$ cat config.mk
export PLATFORM = sky130hd
export DESIGN_NAME = ldp_load_unit
export DESIGN_NICKNAME = d
export VERILOG_FILES = /design/src/ldp_pkg.sv /design/src/ldp_addr_gen.sv /design/src/ldp_data_align.sv /design/src/ldp_load_unit.sv
export SDC_FILE = /design/constraint.sdc
export NUM_CORES = 1
export LEC_CHECK = 0
export BUFFER_PORTS_ARGS = -buffer_cell sky130_fd_sc_hd__buf_4
export CORE_ASPECT_RATIO = 1.5
export CORE_MARGIN = 4
export CORE_UTILIZATION = 50
export CTS_CLUSTER_DIAMETER = 80
export DETAILED_ROUTE_END_ITERATION = 10
export PLACE_DENSITY = 0.82
export REMOVE_ABC_BUFFERS = 1
export SLEW_MARGIN = 10
export SYNTH_ARGS = -nofsm -noshare
export SYNTH_HDL_FRONTEND = slang
export SYNTH_SLANG_ARGS = --single-unit
$ cat constraint.sdc
create_clock -name clk -period 4.5 [get_ports clk]
set_clock_uncertainty 0.15 [all_clocks]
set_input_delay 0.675 -clock clk [delete_from_list [all_inputs] [get_ports clk]]
set_output_delay 0.675 -clock clk [all_outputs]
set_load 0.05 [all_outputs]
$ cat src/ldp_pkg.sv
// Shared constants, types and decode helpers for the load instruction datapath
package ldp_pkg;

	// Data path widths
	localparam int XLEN = 64;
	localparam int REGW = 5;

	// Instruction field positions
	localparam int OPC_HI = 31;
	localparam int OPC_LO = 26;
	localparam int BASE_HI = 25;
	localparam int BASE_LO = 21;
	localparam int TGT_HI = 20;
	localparam int TGT_LO = 16;
	localparam int OFS_HI = 15;
	localparam int OFS_LO = 0;

	// Primary opcodes of the group, and of the left-hand load outside it
	localparam logic [5:0] OP_LOAD_DOUBLE_RIGHT = 6'h1b;
	localparam logic [5:0] OP_LOAD_DOUBLE_LEFT = 6'h1a;
	localparam logic [5:0] OP_LOAD_HALF_SIGNED = 6'h21;
	localparam logic [5:0] OP_LOAD_HALF_UNSIGNED = 6'h25;
	localparam logic [5:0] OP_LOAD_UPPER_IMMEDIATE = 6'h0f;
	localparam logic [5:0] OP_LOAD_WORD_SIGNED = 6'h23;

	// Access types sent to the memory port (bytes minus one)
	localparam logic [2:0] ACC_HALF = 3'h1;
	localparam logic [2:0] ACC_WORD = 3'h3;
	localparam logic [2:0] ACC_DOUBLE = 3'h7;

	// Alignment masks on the low effective-address bits
	localparam logic [2:0] HALF_ALIGN_MASK = 3'h1;
	localparam logic [2:0] WORD_ALIGN_MASK = 3'h3;

	// Reset values
	localparam logic [63:0] DATA_RST = 64'h0;
	localparam logic [4:0] INDEX_RST = 5'h0;

	typedef enum logic [2:0] {
		KIND_NONE = 3'h0,
		KIND_DOUBLE_RIGHT = 3'h1,
		KIND_HALF_SIGNED = 3'h2,
		KIND_HALF_UNSIGNED = 3'h3,
		KIND_UPPER_IMM = 3'h4,
		KIND_WORD = 3'h5
	} ldp_kind_t;

	typedef enum logic [2:0] {
		EXC_NONE = 3'h0,
		EXC_ADDR_ERR = 3'h1,
		EXC_RESERVED = 3'h2,
		EXC_TLB_REFILL = 3'h3,
		EXC_TLB_INVALID = 3'h4,
		EXC_BUS_ERR = 3'h5
	} ldp_exc_t;

	typedef enum logic [1:0] {
		ST_IDLE = 2'b00,
		ST_MEM = 2'b01
	} ldp_state_t;

	// Opcode to operation kind
	function automatic ldp_kind_t ldp_decode(input logic [5:0] opc);
		case (opc)
			OP_LOAD_DOUBLE_RIGHT: ldp_decode = KIND_DOUBLE_RIGHT;
			OP_LOAD_HALF_SIGNED: ldp_decode = KIND_HALF_SIGNED;
			OP_LOAD_HALF_UNSIGNED: ldp_decode = KIND_HALF_UNSIGNED;
			OP_LOAD_UPPER_IMMEDIATE: ldp_decode = KIND_UPPER_IMM;
			OP_LOAD_WORD_SIGNED: ldp_decode = KIND_WORD;
			default: ldp_decode = KIND_NONE;
		endcase
	endfunction : ldp_decode

	// Kinds that go out to the memory port
	function automatic logic ldp_is_mem(input ldp_kind_t k);
		ldp_is_mem = (k != KIND_NONE) && (k != KIND_UPPER_IMM);
	endfunction : ldp_is_mem

endpackage : ldp_pkg

$ cat src/ldp_addr_gen.sv
// Effective address, alignment check, access type and byte lane for one load
`timescale 1ns/1ps
`default_nettype none
module ldp_addr_gen (
	input wire logic [63:0] base_value,
	input wire logic [15:0] offset,
	input wire logic mode64,
	input wire ldp_pkg::ldp_kind_t kind,
	input wire logic memory_byte_order_high_first,
	input wire logic core_byte_order_high_first,
	input wire logic user_byte_order_swap,
	output logic [63:0] virt_effective_address,
	output logic [2:0] access_type,
	output logic [2:0] low_offset,
	output logic [2:0] lane,
	output logic align_err
);
	import ldp_pkg::*;

	logic [63:0] sum;
	logic [2:0] va;
	logic [2:0] swap3;
	logic [2:0] cpu3;

	// Sign-extended offset plus base; 32-bit mode keeps a sign-extended word address
	always_comb begin
		sum = base_value + {{48{offset[15]}}, offset};
		virt_effective_address = mode64 ? sum : {{32{sum[31]}}, sum[31:0]};
	end

	assign va = virt_effective_address[2:0];
	assign swap3 = {3{user_byte_order_swap}};
	assign cpu3 = {3{core_byte_order_high_first}};

	// Per-kind lane and memory offset; the swap flag only touches the address bits it spans
	always_comb begin
		access_type = ACC_DOUBLE;
		low_offset = va;
		lane = va;
		align_err = 1'b0;
		case (kind)
			KIND_DOUBLE_RIGHT: begin
				// Any byte address is legal here, so no alignment error
				lane = va ^ cpu3;
				access_type = ACC_DOUBLE - lane;
				low_offset = memory_byte_order_high_first ? 3'h0 : (va ^ swap3);
			end
			KIND_HALF_SIGNED, KIND_HALF_UNSIGNED: begin
				access_type = ACC_HALF;
				low_offset = va ^ {user_byte_order_swap, user_byte_order_swap, 1'b0};
				lane = va ^ {core_byte_order_high_first, core_byte_order_high_first, 1'b0};
				align_err = |(va & HALF_ALIGN_MASK);
			end
			KIND_WORD: begin
				access_type = ACC_WORD;
				low_offset = va ^ {user_byte_order_swap, 2'b00};
				lane = va ^ {core_byte_order_high_first, 2'b00};
				align_err = |(va & WORD_ALIGN_MASK);
			end
			default: begin
				access_type = ACC_DOUBLE;
			end
		endcase
	end

endmodule : ldp_addr_gen
`default_nettype wire

$ cat src/ldp_data_align.sv
// Lane selection, right-hand byte merge and sign or zero extension of load data
`timescale 1ns/1ps
`default_nettype none
module ldp_data_align (
	input wire ldp_pkg::ldp_kind_t kind,
	input wire logic [2:0] lane,
	input wire logic mode64,
	input wire logic [63:0] mem_rdata,
	input wire logic [63:0] target_old,
	input wire logic [15:0] immediate,
	output logic [63:0] result
);
	import ldp_pkg::*;

	logic [63:0] shifted;
	logic [63:0] merged;
	logic [63:0] full;
	logic [15:0] half;
	logic [31:0] word;

	// Bring the addressed lane down to bit zero
	assign shifted = mem_rdata >> {lane, 3'b000};
	assign half = shifted[15:0];
	assign word = shifted[31:0];

	// Low 8-k bytes from memory, top k bytes of the old register kept
	genvar b;
	generate
		for (b = 0; b < 8; b++) begin : g_merge
			localparam logic [3:0] BIDX = 4'(b);
			assign merged[8*b +: 8] = (({1'b0, lane} + BIDX) >= 4'h8) ?
				target_old[8*b +: 8] : shifted[8*b +: 8];
		end
	endgenerate

	// Extension per kind; in 32-bit mode the upper half of the result is zero
	always_comb begin
		case (kind)
			KIND_HALF_SIGNED: full = {{48{half[15]}}, half};
			KIND_HALF_UNSIGNED: full = {48'h0, half};
			KIND_WORD: full = {{32{word[31]}}, word};
			KIND_UPPER_IMM: full = {{32{immediate[15]}}, immediate, 16'h0};
			KIND_DOUBLE_RIGHT: full = merged;
			default: full = DATA_RST;
		endcase
		result = mode64 ? full : {32'h0, full[31:0]};
	end

endmodule : ldp_data_align
`default_nettype wire

$ cat src/ldp_load_unit.sv
// Load instruction datapath: decode, memory access, exceptions, write-back, bypass
`timescale 1ns/1ps
`default_nettype none
module ldp_load_unit (
	input wire logic clk,
	input wire logic rst,
	// Instruction issue
	input wire logic ins_valid,
	output logic ins_ready,
	input wire logic [31:0] ins_word,
	input wire logic [63:0] base_value,
	input wire logic [63:0] target_value,
	// Mode and byte order
	input wire logic mode64,
	input wire logic kernel_mode,
	input wire logic memory_byte_order_high_first,
	input wire logic core_byte_order_high_first,
	input wire logic user_byte_order_swap,
	// Memory access port
	output logic mem_req,
	output logic [63:0] mem_virt_effective_address,
	output logic [2:0] mem_access_type,
	output logic [2:0] mem_low_offset,
	input wire logic mem_ack,
	input wire logic [63:0] mem_rdata,
	input wire logic mem_tlb_refill,
	input wire logic mem_tlb_invalid,
	input wire logic mem_bus_error,
	// Write-back to the general register file
	output logic wb_en,
	output logic [4:0] wb_index,
	output logic [63:0] wb_data,
	// Exception report
	output logic exc_valid,
	output ldp_pkg::ldp_exc_t exc_code
);
	import ldp_pkg::*;

	// Registered state
	ldp_state_t state_r, state_nxt;
	ldp_kind_t kind_r, kind_nxt;
	logic [4:0] tgt_r, tgt_nxt;
	logic [63:0] old_r, old_nxt;
	logic [2:0] lane_r, lane_nxt;
	logic mode64_r, mode64_nxt;
	logic mem_req_r, mem_req_nxt;
	logic [63:0] virt_effective_address_r, virt_effective_address_nxt;
	logic [2:0] acc_r, acc_nxt;
	logic [2:0] ofs_r, ofs_nxt;
	logic wb_en_r, wb_en_nxt;
	logic [4:0] wb_index_r, wb_index_nxt;
	logic [63:0] wb_data_r, wb_data_nxt;
	logic exc_valid_r, exc_valid_nxt;
	ldp_exc_t exc_code_r, exc_code_nxt;
	logic byp_valid_r, byp_valid_nxt;
	logic [4:0] byp_index_r, byp_index_nxt;
	logic [63:0] byp_data_r, byp_data_nxt;

	// Decoded fields of the instruction on offer
	ldp_kind_t dec_kind;
	logic [4:0] dec_tgt;
	logic [15:0] dec_ofs;
	logic [63:0] tgt_now;
	logic accept;

	// Address generator outputs
	logic [63:0] ag_virt_effective_address;
	logic [2:0] ag_acc;
	logic [2:0] ag_ofs;
	logic [2:0] ag_lane;
	logic ag_align_err;

	// Data align inputs and output
	ldp_kind_t al_kind;
	logic [2:0] al_lane;
	logic al_mode64;
	logic [63:0] al_old;
	logic [63:0] al_result;

	// Field extraction; only the opcodes of the group are recognised
	assign dec_kind = ldp_decode(ins_word[OPC_HI:OPC_LO]);
	assign dec_tgt = ins_word[TGT_HI:TGT_LO];
	assign dec_ofs = ins_word[OFS_HI:OFS_LO];

	// One instruction in flight at a time, so ready is simply idle
	assign ins_ready = (state_r == ST_IDLE);
	assign accept = ins_ready && ins_valid;

	// The register file has not yet seen the last load, so take its result from here
	assign tgt_now = (byp_valid_r && (byp_index_r == dec_tgt)) ? byp_data_r : target_value;

	ldp_addr_gen u_addr (
		.base_value(base_value),
		.offset(dec_ofs),
		.mode64(mode64),
		.kind(dec_kind),
		.memory_byte_order_high_first(memory_byte_order_high_first),
		.core_byte_order_high_first(core_byte_order_high_first),
		.user_byte_order_swap(user_byte_order_swap),
		.virt_effective_address(ag_virt_effective_address),
		.access_type(ag_acc),
		.low_offset(ag_ofs),
		.lane(ag_lane),
		.align_err(ag_align_err)
	);

	// Upper immediate resolves at issue; memory kinds resolve on the answer
	always_comb begin
		if (state_r == ST_IDLE) begin
			al_kind = dec_kind;
			al_lane = ag_lane;
			al_mode64 = mode64;
			al_old = tgt_now;
		end else begin
			al_kind = kind_r;
			al_lane = lane_r;
			al_mode64 = mode64_r;
			al_old = old_r;
		end
	end

	ldp_data_align u_align (
		.kind(al_kind),
		.lane(al_lane),
		.mode64(al_mode64),
		.mem_rdata(mem_rdata),
		.target_old(al_old),
		.immediate(dec_ofs),
		.result(al_result)
	);

	// Sequencer: decode and check at issue, then wait for the memory answer
	always_comb begin
		state_nxt = state_r;
		kind_nxt = kind_r;
		tgt_nxt = tgt_r;
		old_nxt = old_r;
		lane_nxt = lane_r;
		mode64_nxt = mode64_r;
		mem_req_nxt = mem_req_r;
		virt_effective_address_nxt = virt_effective_address_r;
		acc_nxt = acc_r;
		ofs_nxt = ofs_r;
		wb_en_nxt = 1'b0;
		wb_index_nxt = wb_index_r;
		wb_data_nxt = wb_data_r;
		exc_valid_nxt = 1'b0;
		exc_code_nxt = exc_code_r;
		byp_valid_nxt = byp_valid_r;
		byp_index_nxt = byp_index_r;
		byp_data_nxt = byp_data_r;
		case (state_r)
			ST_IDLE: begin
				if (accept) begin
					// Forwarding covers only the next instruction
					byp_valid_nxt = 1'b0;
					if (dec_kind == KIND_DOUBLE_RIGHT && !mode64 && !kernel_mode) begin
						exc_valid_nxt = 1'b1;
						exc_code_nxt = EXC_RESERVED;
					end else if (ag_align_err) begin
						// No memory access and no write on a misaligned address
						exc_valid_nxt = 1'b1;
						exc_code_nxt = EXC_ADDR_ERR;
					end else if (dec_kind == KIND_UPPER_IMM) begin
						wb_en_nxt = 1'b1;
						wb_index_nxt = dec_tgt;
						wb_data_nxt = al_result;
					end else if (ldp_is_mem(dec_kind)) begin
						state_nxt = ST_MEM;
						kind_nxt = dec_kind;
						tgt_nxt = dec_tgt;
						old_nxt = tgt_now;
						lane_nxt = ag_lane;
						mode64_nxt = mode64;
						mem_req_nxt = 1'b1;
						virt_effective_address_nxt = ag_virt_effective_address;
						acc_nxt = ag_acc;
						ofs_nxt = ag_ofs;
					end
				end
			end
			ST_MEM: begin
				if (mem_ack) begin
					state_nxt = ST_IDLE;
					mem_req_nxt = 1'b0;
					// Translation faults outrank a bus error; any fault drops the write
					if (mem_tlb_refill) begin
						exc_valid_nxt = 1'b1;
						exc_code_nxt = EXC_TLB_REFILL;
					end else if (mem_tlb_invalid) begin
						exc_valid_nxt = 1'b1;
						exc_code_nxt = EXC_TLB_INVALID;
					end else if (mem_bus_error) begin
						exc_valid_nxt = 1'b1;
						exc_code_nxt = EXC_BUS_ERR;
					end else begin
						wb_en_nxt = 1'b1;
						wb_index_nxt = tgt_r;
						wb_data_nxt = al_result;
						byp_valid_nxt = 1'b1;
						byp_index_nxt = tgt_r;
						byp_data_nxt = al_result;
					end
				end
			end
			default: begin
				state_nxt = ST_IDLE;
				mem_req_nxt = 1'b0;
			end
		endcase
	end

	// State registers with synchronous reset
	always_ff @(posedge clk) begin
		if (rst) begin
			state_r <= ST_IDLE;
			kind_r <= KIND_NONE;
			tgt_r <= INDEX_RST;
			old_r <= DATA_RST;
			lane_r <= 3'h0;
			mode64_r <= 1'b0;
			mem_req_r <= 1'b0;
			virt_effective_address_r <= DATA_RST;
			acc_r <= 3'h0;
			ofs_r <= 3'h0;
			wb_en_r <= 1'b0;
			wb_index_r <= INDEX_RST;
			wb_data_r <= DATA_RST;
			exc_valid_r <= 1'b0;
			exc_code_r <= EXC_NONE;
			byp_valid_r <= 1'b0;
			byp_index_r <= INDEX_RST;
			byp_data_r <= DATA_RST;
		end else begin
			state_r <= state_nxt;
			kind_r <= kind_nxt;
			tgt_r <= tgt_nxt;
			old_r <= old_nxt;
			lane_r <= lane_nxt;
			mode64_r <= mode64_nxt;
			mem_req_r <= mem_req_nxt;
			virt_effective_address_r <= virt_effective_address_nxt;
			acc_r <= acc_nxt;
			ofs_r <= ofs_nxt;
			wb_en_r <= wb_en_nxt;
			wb_index_r <= wb_index_nxt;
			wb_data_r <= wb_data_nxt;
			exc_valid_r <= exc_valid_nxt;
			exc_code_r <= exc_code_nxt;
			byp_valid_r <= byp_valid_nxt;
			byp_index_r <= byp_index_nxt;
			byp_data_r <= byp_data_nxt;
		end
	end

	// All outputs straight from flip-flops except ready
	assign mem_req = mem_req_r;
	assign mem_virt_effective_address = virt_effective_address_r;
	assign mem_access_type = acc_r;
	assign mem_low_offset = ofs_r;
	assign wb_en = wb_en_r;
	assign wb_index = wb_index_r;
	assign wb_data = wb_data_r;
	assign exc_valid = exc_valid_r;
	assign exc_code = exc_code_r;

endmodule : ldp_load_unit
`default_nettype wire

==> flow_summary.yaml, run 1 <==
global_route:
  use_met1_pct: 36.9
  grt_max_degree: 107
  grt_antenna_before_repair: 12
  grt_util_met2_pct: 57.6
  grt_pass1_wl_mm: 102
  globalRouteMet3Util_pct: 7.20
  grt_remaining_overflow: 0
  grt.busiest_layer: "met2"
  track_usage_pct: 33.2
  grt_pass1_vias: 18556
cts:
  cts_root_buf: "clkbuf_16"
  cts_made_buffers: 29
  clock-sinks: 275
  post-cts-setup-buffer-count: 0
  clockBufferDepth: 3
  cts_tree: "done"
  htree_num_levels: 1
  cts_resized: 0
  clkLatencyLatePin_ns: 0.58
  clk_pin_slew_ns: 0.06
  postCtsHoldBufs: 0
cells_and_area:
  area_growth_syn_to_layout_pct: 24.9
  nNetsFinal: 2853
  fill_cells: 2994
  mostFrequentLayoutCells: "436 x buf_4, 316 x nand2_1, 282 x nor2_1"
  drive_gt1_share_pct: 21.2
  final_common_cell: "buf_4"
floorplanning:
  dieHeight_um: 236
  die_area_um2: 37800
  ios: 382
  core-area_um2: 34300
  fp.dieW_um: 160
  start_util_pct: 50.7
  rows: 83
synthesis:
  synth_top_family_by_area: "compound AO/OA/AOI/OAI gates"
  yosys.area_share.simple_pct: 19.7
  ys_async_sr_fraction_pct: 0
  yosysUniqueCellTypes: 79
  synth-edff-count: 0
  synth_xor_area_share_pct: 3.33
  muxShareOfSynthArea_pct: 8.56
  synthCells: 2246
  ys_warn_count: 0
  synth_compound_area_share_pct: 27.8
  yosysSeqAreaShare_pct: 31.7
  ys_ff_latch: 275
  synthAdderAreaFrac_pct: 4.65
  synth_flop_cell: "dfxtp_1"
  syn_avg_cell_area_um2: 7.73
  synth_area_um2: 17400
setup_path:
  cp_max_fo: 21
  worstSetupEndpointType: "flop"
  critical-path-max-stage-delay_ns: 0.60
  slowest_stage: "fa_1"
  worstPathArrival_ns: 4.18
  criticalPathCategory: "input port to flop"
  required_ns: 4.79
  path_cells: "buf_4 -> ha_1 -> fa_1 -> nor2_1 -> a2111oi_4 -> nor2_4 -> buf_12 -> nor2_2 -> nand2_1 -> mux2i_1 -> nor2_1 -> a221o_1"
  cpMostUsedCell: "nor2_1"
  start_kind: "input port"
sta:
  worst_pin_slew_ns: 0.897
  post-route-period-util_pct: 86.4
  rsz0062_at_grt: "false"
  maxSlewViolCount: 0
  slew_headroom_pct: 40.1
  whs_ns: 0.237
  fmax_mhz: 257
  setup_tns_ns: 0
  setup_viol: 0
  hold_violations: 0
  fin_crit_ns: 3.89
power_and_ir_drop:
  ir_drop_uv: 257
  cellPowerDensity_nw_per_um2: 309
  p_total_mw: 6.71
  p_leak_nw: 8.77
placed_design:
  place_congestion: 0.989
  port_buffers: 368
  dp_hpwl_mm: 50.5
routing:
  wl_mm: 66.8
  drtAntennaViolNets: 0
  viasPerCell: 6.26
  drc_errors: 0
  first_pass_iters: 5
  drt_iter0_drc: 1765
  dr_total_vias: 18840
  routedWlPerCell_um: 22.2
job:
  maxCapViolCount: 0
run_status:
  status: "finished, final reports clean"
worst_hold_path:
  hold_path_class: "input port to flop"
==> synth_stat cells, drive strengths merged, types with 15 or more instances <==
| cell type | n | area share [%] |
|---|---|---|
| and2 | 16 | 0.58 |
| nand4 | 17 | 0.61 |
| o2111ai | 20 | 1.1 |
| a21oi | 195 | 5.6 |
| mux4 | 17 | 2.2 |
| o21ai | 164 | 4.7 |
| nor2 | 286 | 6.2 |
| mux2i | 99 | 5.7 |
| a221o | 17 | 0.98 |
| ha | 63 | 4.5 |
| dfxtp | 275 | 32 |
| and3 | 18 | 0.65 |
| xnor2 | 39 | 2.0 |
| inv | 24 | 0.52 |
| a211oi | 101 | 4.4 |
| a21o | 18 | 0.78 |
| clkbuf | 133 | 2.9 |
| nand2 | 317 | 6.9 |
| buf | 32 | 0.89 |
| xor2 | 27 | 1.4 |
| o21bai | 20 | 0.93 |
| o22ai | 17 | 0.61 |
| a22oi | 21 | 0.91 |
| a31oi | 16 | 0.58 |
| a311oi | 15 | 0.79 |
| nor3 | 47 | 1.4 |
| nand3 | 33 | 0.98 |
==> flip-flops by register name, summed over array words and instances, names as in the netlist, 5 cells and up <==
name	cells
mem_virt_effective_address	64
wb_index	5
byp_index_r	5
old_r	56
wb_data	64
tgt_r	5
byp_data_r	56
==> where the power goes <==
part	switching (mW)	internal, mW	total [mW]
Combinational	1.02	0.680	1.70
Sequential	0.0178	2.46	2.48
Clock	1.05	1.48	2.53
Total	2.09	4.62	6.71
==> worst max-delay path: cells and delay by family <==
kind / cells / cell delay [ns]
AO/OA/AOI/OAI: 2 / 0.93
AND/OR/NAND/NOR: 5 / 1.08
buffers and inverters: 2 / 0.33
multiplexers: 1 / 0.32
adder cells (fa/ha/maj): 2 / 0.83
==> kinds of logic (layout without fill, tap and decap cells) <==
| kind of cell | Yosys count | after routing |
|---|---|---|
| simple gates | 795 | 795 |
| compound gates | 731 | 731 |
| flops | 275 | 275 |
| buf+inv | 189 | 518 |
| mux | 126 | 126 |
| xor+xnor | 66 | 66 |
| fa+ha+maj | 64 | 64 |
| other cells | 0 | 11 |
==> layer usage <==
layer | up-vias | wire (um)
met5 | - | 20
met4 | 2 | 4440
met3 | 242 | 5820
met2 | 957 | 32600
met1 | 8826 | 24000
li1 | 8813 | -
==> area by class of cell <==
type                    count  area, um2  share of cell area, %
diodes                     11       27.5                  0.127
flip-flops and latches    275       5510                   25.4
clock buffers              44        893                   4.12
multi-input cells        1782      11200                   51.5
clock inverters             9        103                  0.473
repair buffers            441       3360                   15.5
well taps                 425        532                   2.45
inverters                  24       90.1                  0.415
==> per-stage QoR <==
stage	std cells	cell area [um2]	utilization [%]	setup WS [ns]
after floorplan	2081	16700	-	-12.61
after global placement	2947	20700	60.3	0.219
after detailed placement	2947	20700	60.3	0.109
after CTS	3000	21700	63.2	0.662
after global routing	3009	21700	63.3	0.434
final	3011	21700	63.3	0.613
==> final timing paths <==
| check | start | to | slack [ns] | depth (start not counted) |
|---|---|---|---|---|
| min | ins_word[19] | tgt_r[3] | 0.24 | 3 |
| min reg2reg | mem_virt_effective_address[29] | mem_virt_effective_address[29] | 0.30 | 2 |
| max reg2reg | mem_req | wb_data[60] | 1.12 | 10 |
| max | ins_word[0] | wb_data[60] | 0.61 | 12 |
(Power assumes the default switching activity.)
==> inputs of run 2 (changes only) <==
--- a/config.mk
+++ b/config.mk
@@ -5,13 +5,14 @@
 export SDC_FILE = /design/constraint.sdc
 export NUM_CORES = 1
 export LEC_CHECK = 0
+export ABC_AREA = 1
 export BUFFER_PORTS_ARGS = -buffer_cell sky130_fd_sc_hd__buf_4
 export CORE_ASPECT_RATIO = 1.5
 export CORE_MARGIN = 4
 export CORE_UTILIZATION = 50
 export CTS_CLUSTER_DIAMETER = 80
 export DETAILED_ROUTE_END_ITERATION = 10
-export PLACE_DENSITY = 0.82
+export PLACE_DENSITY = 0.81
 export REMOVE_ABC_BUFFERS = 1
 export SLEW_MARGIN = 10
 export SYNTH_ARGS = -nofsm -noshare
==> flow_summary.yaml, run 2 <==
setup_path:
  required_ns: 4.79
  worstPathArrival_ns: 3.96
  critical_path.top_delay_family: "simple AND/OR/NAND/NOR gates"
  start_kind: "input port"
  criticalPathCategory: "input port to flop"
  cp_max_fo: 27
  slowest_stage: "fa_1"
  worstSetupEndpointType: "flop"
  path_cells: "buf_4 -> ha_1 -> fa_1 -> inv_1 -> nand2_1 -> nand2_1 -> nand3_1 -> nand2_1 -> nor2_1 -> nand3_2 -> nand2_2 -> buf_4 -> nand3_1 -> nand2_1 -> nand2_1 -> a21oi_1 -> nand3_1 -> nand2_1 -> a21oi_1"
  cpMostUsedCell: "nand2_1"
  cp_num_buf_inv: 3
  critical-path-max-stage-delay_ns: 0.63
routing:
  routedWlPerCell_um: 20.1
  first_pass_iters: 6
  drt_iter0_drc: 2092
  wl_mm: 81.7
  drc_errors: 0
  dr_total_vias: 23202
  viasPerCell: 5.71
  drtAntennaViolNets: 0
cts:
  clockBufferDepth: 3
  cts_tree: "done"
  postCtsHoldBufs: 0
  cts_made_buffers: 29
  clock-sinks: 275
  cts_resized: 0
  post-cts-setup-buffer-count: 0
  clk_pin_slew_ns: 0.07
  clkLatencyLatePin_ns: 0.59
  htree_num_levels: 1
  cts_root_buf: "clkbuf_16"
cells_and_area:
  drive_gt1_share_pct: 15.5
  mostFrequentLayoutCells: "709 x nand2_1, 438 x inv_1, 424 x buf_4"
  area_growth_syn_to_layout_pct: 21.2
  nNetsFinal: 3838
  stdcell_count: 4062
  final_common_cell: "nand2_1"
  fill_cells: 3830
global_route:
  grt_max_degree: 91
  grt_remaining_overflow: 0
  track_usage_pct: 36.2
  grt_pass1_vias: 21761
  grt_pass1_wl_mm: 122
  grt_antenna_before_repair: 7
synthesis:
  synthTopCellsByArea: "dfxtp_1 28%, nand2_1 14%, o21ai_0 9.0%"
  ys_async_sr_fraction_pct: 0
  yosysSeqAreaShare_pct: 28.0
  synth_area_um2: 19700
  ys_ff_latch: 275
  yosysTopAreaCell: "dfxtp_1"
  synth_common_cells: "711 x nand2_1, 439 x inv_1, 354 x o21ai_0"
  synth-edff-count: 0
  ys_warn_count: 0
  synth_flop_cell: "dfxtp_1"
  synthCells: 3247
  yosysUniqueCellTypes: 49
  synth_top_area_share_pct: 28.0
  syn_avg_cell_area_um2: 6.06
  yosysMostFrequentCell: "nand2_1"
placed_design:
  place_congestion: 1.10
  dp_hpwl_mm: 62.6
  numPlacedInstances: 4002
  port_buffers: 368
power_and_ir_drop:
  ir_drop_uv: 340
  cellPowerDensity_nw_per_um2: 288
  p_leak_nw: 11.6
sta:
  slew_headroom_pct: 31.4
  rsz0062_at_grt: "false"
  setup_tns_ns: 0
  hold_violations: 0
  fin_crit_ns: 3.68
  post-route-period-util_pct: 81.8
  setup_viol: 0
  fmax_mhz: 272
  maxSlewViolCount: 0
  worst_pin_slew_ns: 1.03
worst_hold_path:
  hold_path_class: "input port to flop"
floorplanning:
  die_area_um2: 42600
  core-area_um2: 38600
  fp.dieW_um: 170
  rows: 88
  dieHeight_um: 251
  start_util_pct: 50.9
  ios: 382
job:
  maxCapViolCount: 0
run_status:
  status: "finished, final reports clean"
-- run 2: changes by cell type in the layout (fill, tap and decap cells not counted), moves of 40 or more --
cell / previous run / this run
a211oi_1: 101 / 3
a21oi_1: 193 / 316
inv_1: 24 / 438
mux2i_1: 99 / 0
nand2_1: 316 / 709
nand3_1: 31 / 295
nand4_1: 17 / 57
o21ai_0: 164 / 354
-- run 2: cell families after synthesis --
| logic type | synth area share (%) |
|---|---|
| and+or+nand+nor | 31.6 |
| AOI/OAI and AO/OA | 22.1 |
| buffers and inverters | 12.5 |
| DFF | 28.0 |
| adders and majority gates | 4.11 |
| xor gates and xnor gates | 1.60 |
-- run 2: cell type report --
cell class / instances / area, um2 / area share, %
Antenna cell: 6 / 15.0 / 0.0630
Clock buffer: 36 / 792 / 3.32
Clock inverter: 18 / 148 / 0.619
Inverter: 451 / 1700 / 7.11
Multi-Input combinational cell: 2350 / 11700 / 49.2
Sequential cell: 275 / 5510 / 23.1
Tap cell: 495 / 619 / 2.60
Timing Repair Buffer: 431 / 3320 / 13.9
-- run 2: metal layers --
metal,wire (um),track usage [%],vias up
met5,11,0,-
met4,7230,27.0,2
met3,5970,4.89,316
met2,40500,64.3,1124
met1,28000,38.5,10502
li1,-,-,11258
-- run 2: power by group --
| group | switching [mW] | internal [mW] | total (mW) |
|---|---|---|---|
| sequential | 0.0174 | 2.47 | 2.49 |
| clock | 1.08 | 1.32 | 2.40 |
| combinational | 1.33 | 0.647 | 1.98 |
-- run 2: final timing paths --
check | startpoint | cells after the start | end | slack, ns
worst max-delay path | ins_word[0] | 19 | byp_data_r[61] | 0.82
worst min-delay path | ins_word[18] | 3 | tgt_r[2] | 0.23
worst max register to register | byp_index_r[1] | 14 | byp_data_r[30] | 1.28
worst min register to register | old_r[62] | 2 | old_r[62] | 0.30
-- run 2: tightest hold or removal path: stages --
cell,delay (ns)
buf_4,0.12
inv_1,0.07
a21oi_1,0.06
-- run 2: through the flow --
stage | hold slack [ns] | utilization [%] | area, um2 | total power, mW | setup slack, ns
floorplan | 0.276 | - | 18900 | 3.68 | -4.05
global placement | 0.283 | 59.2 | 22900 | 4.48 | 0.307
detailed placement | 0.287 | 59.2 | 22900 | 4.48 | 0.279
CTS | 0.213 | 61.6 | 23800 | 6.86 | 0.887
global route | 0.224 | 61.7 | 23800 | 7.13 | 0.527
finish | 0.231 | 61.7 | 23800 | 6.87 | 0.820
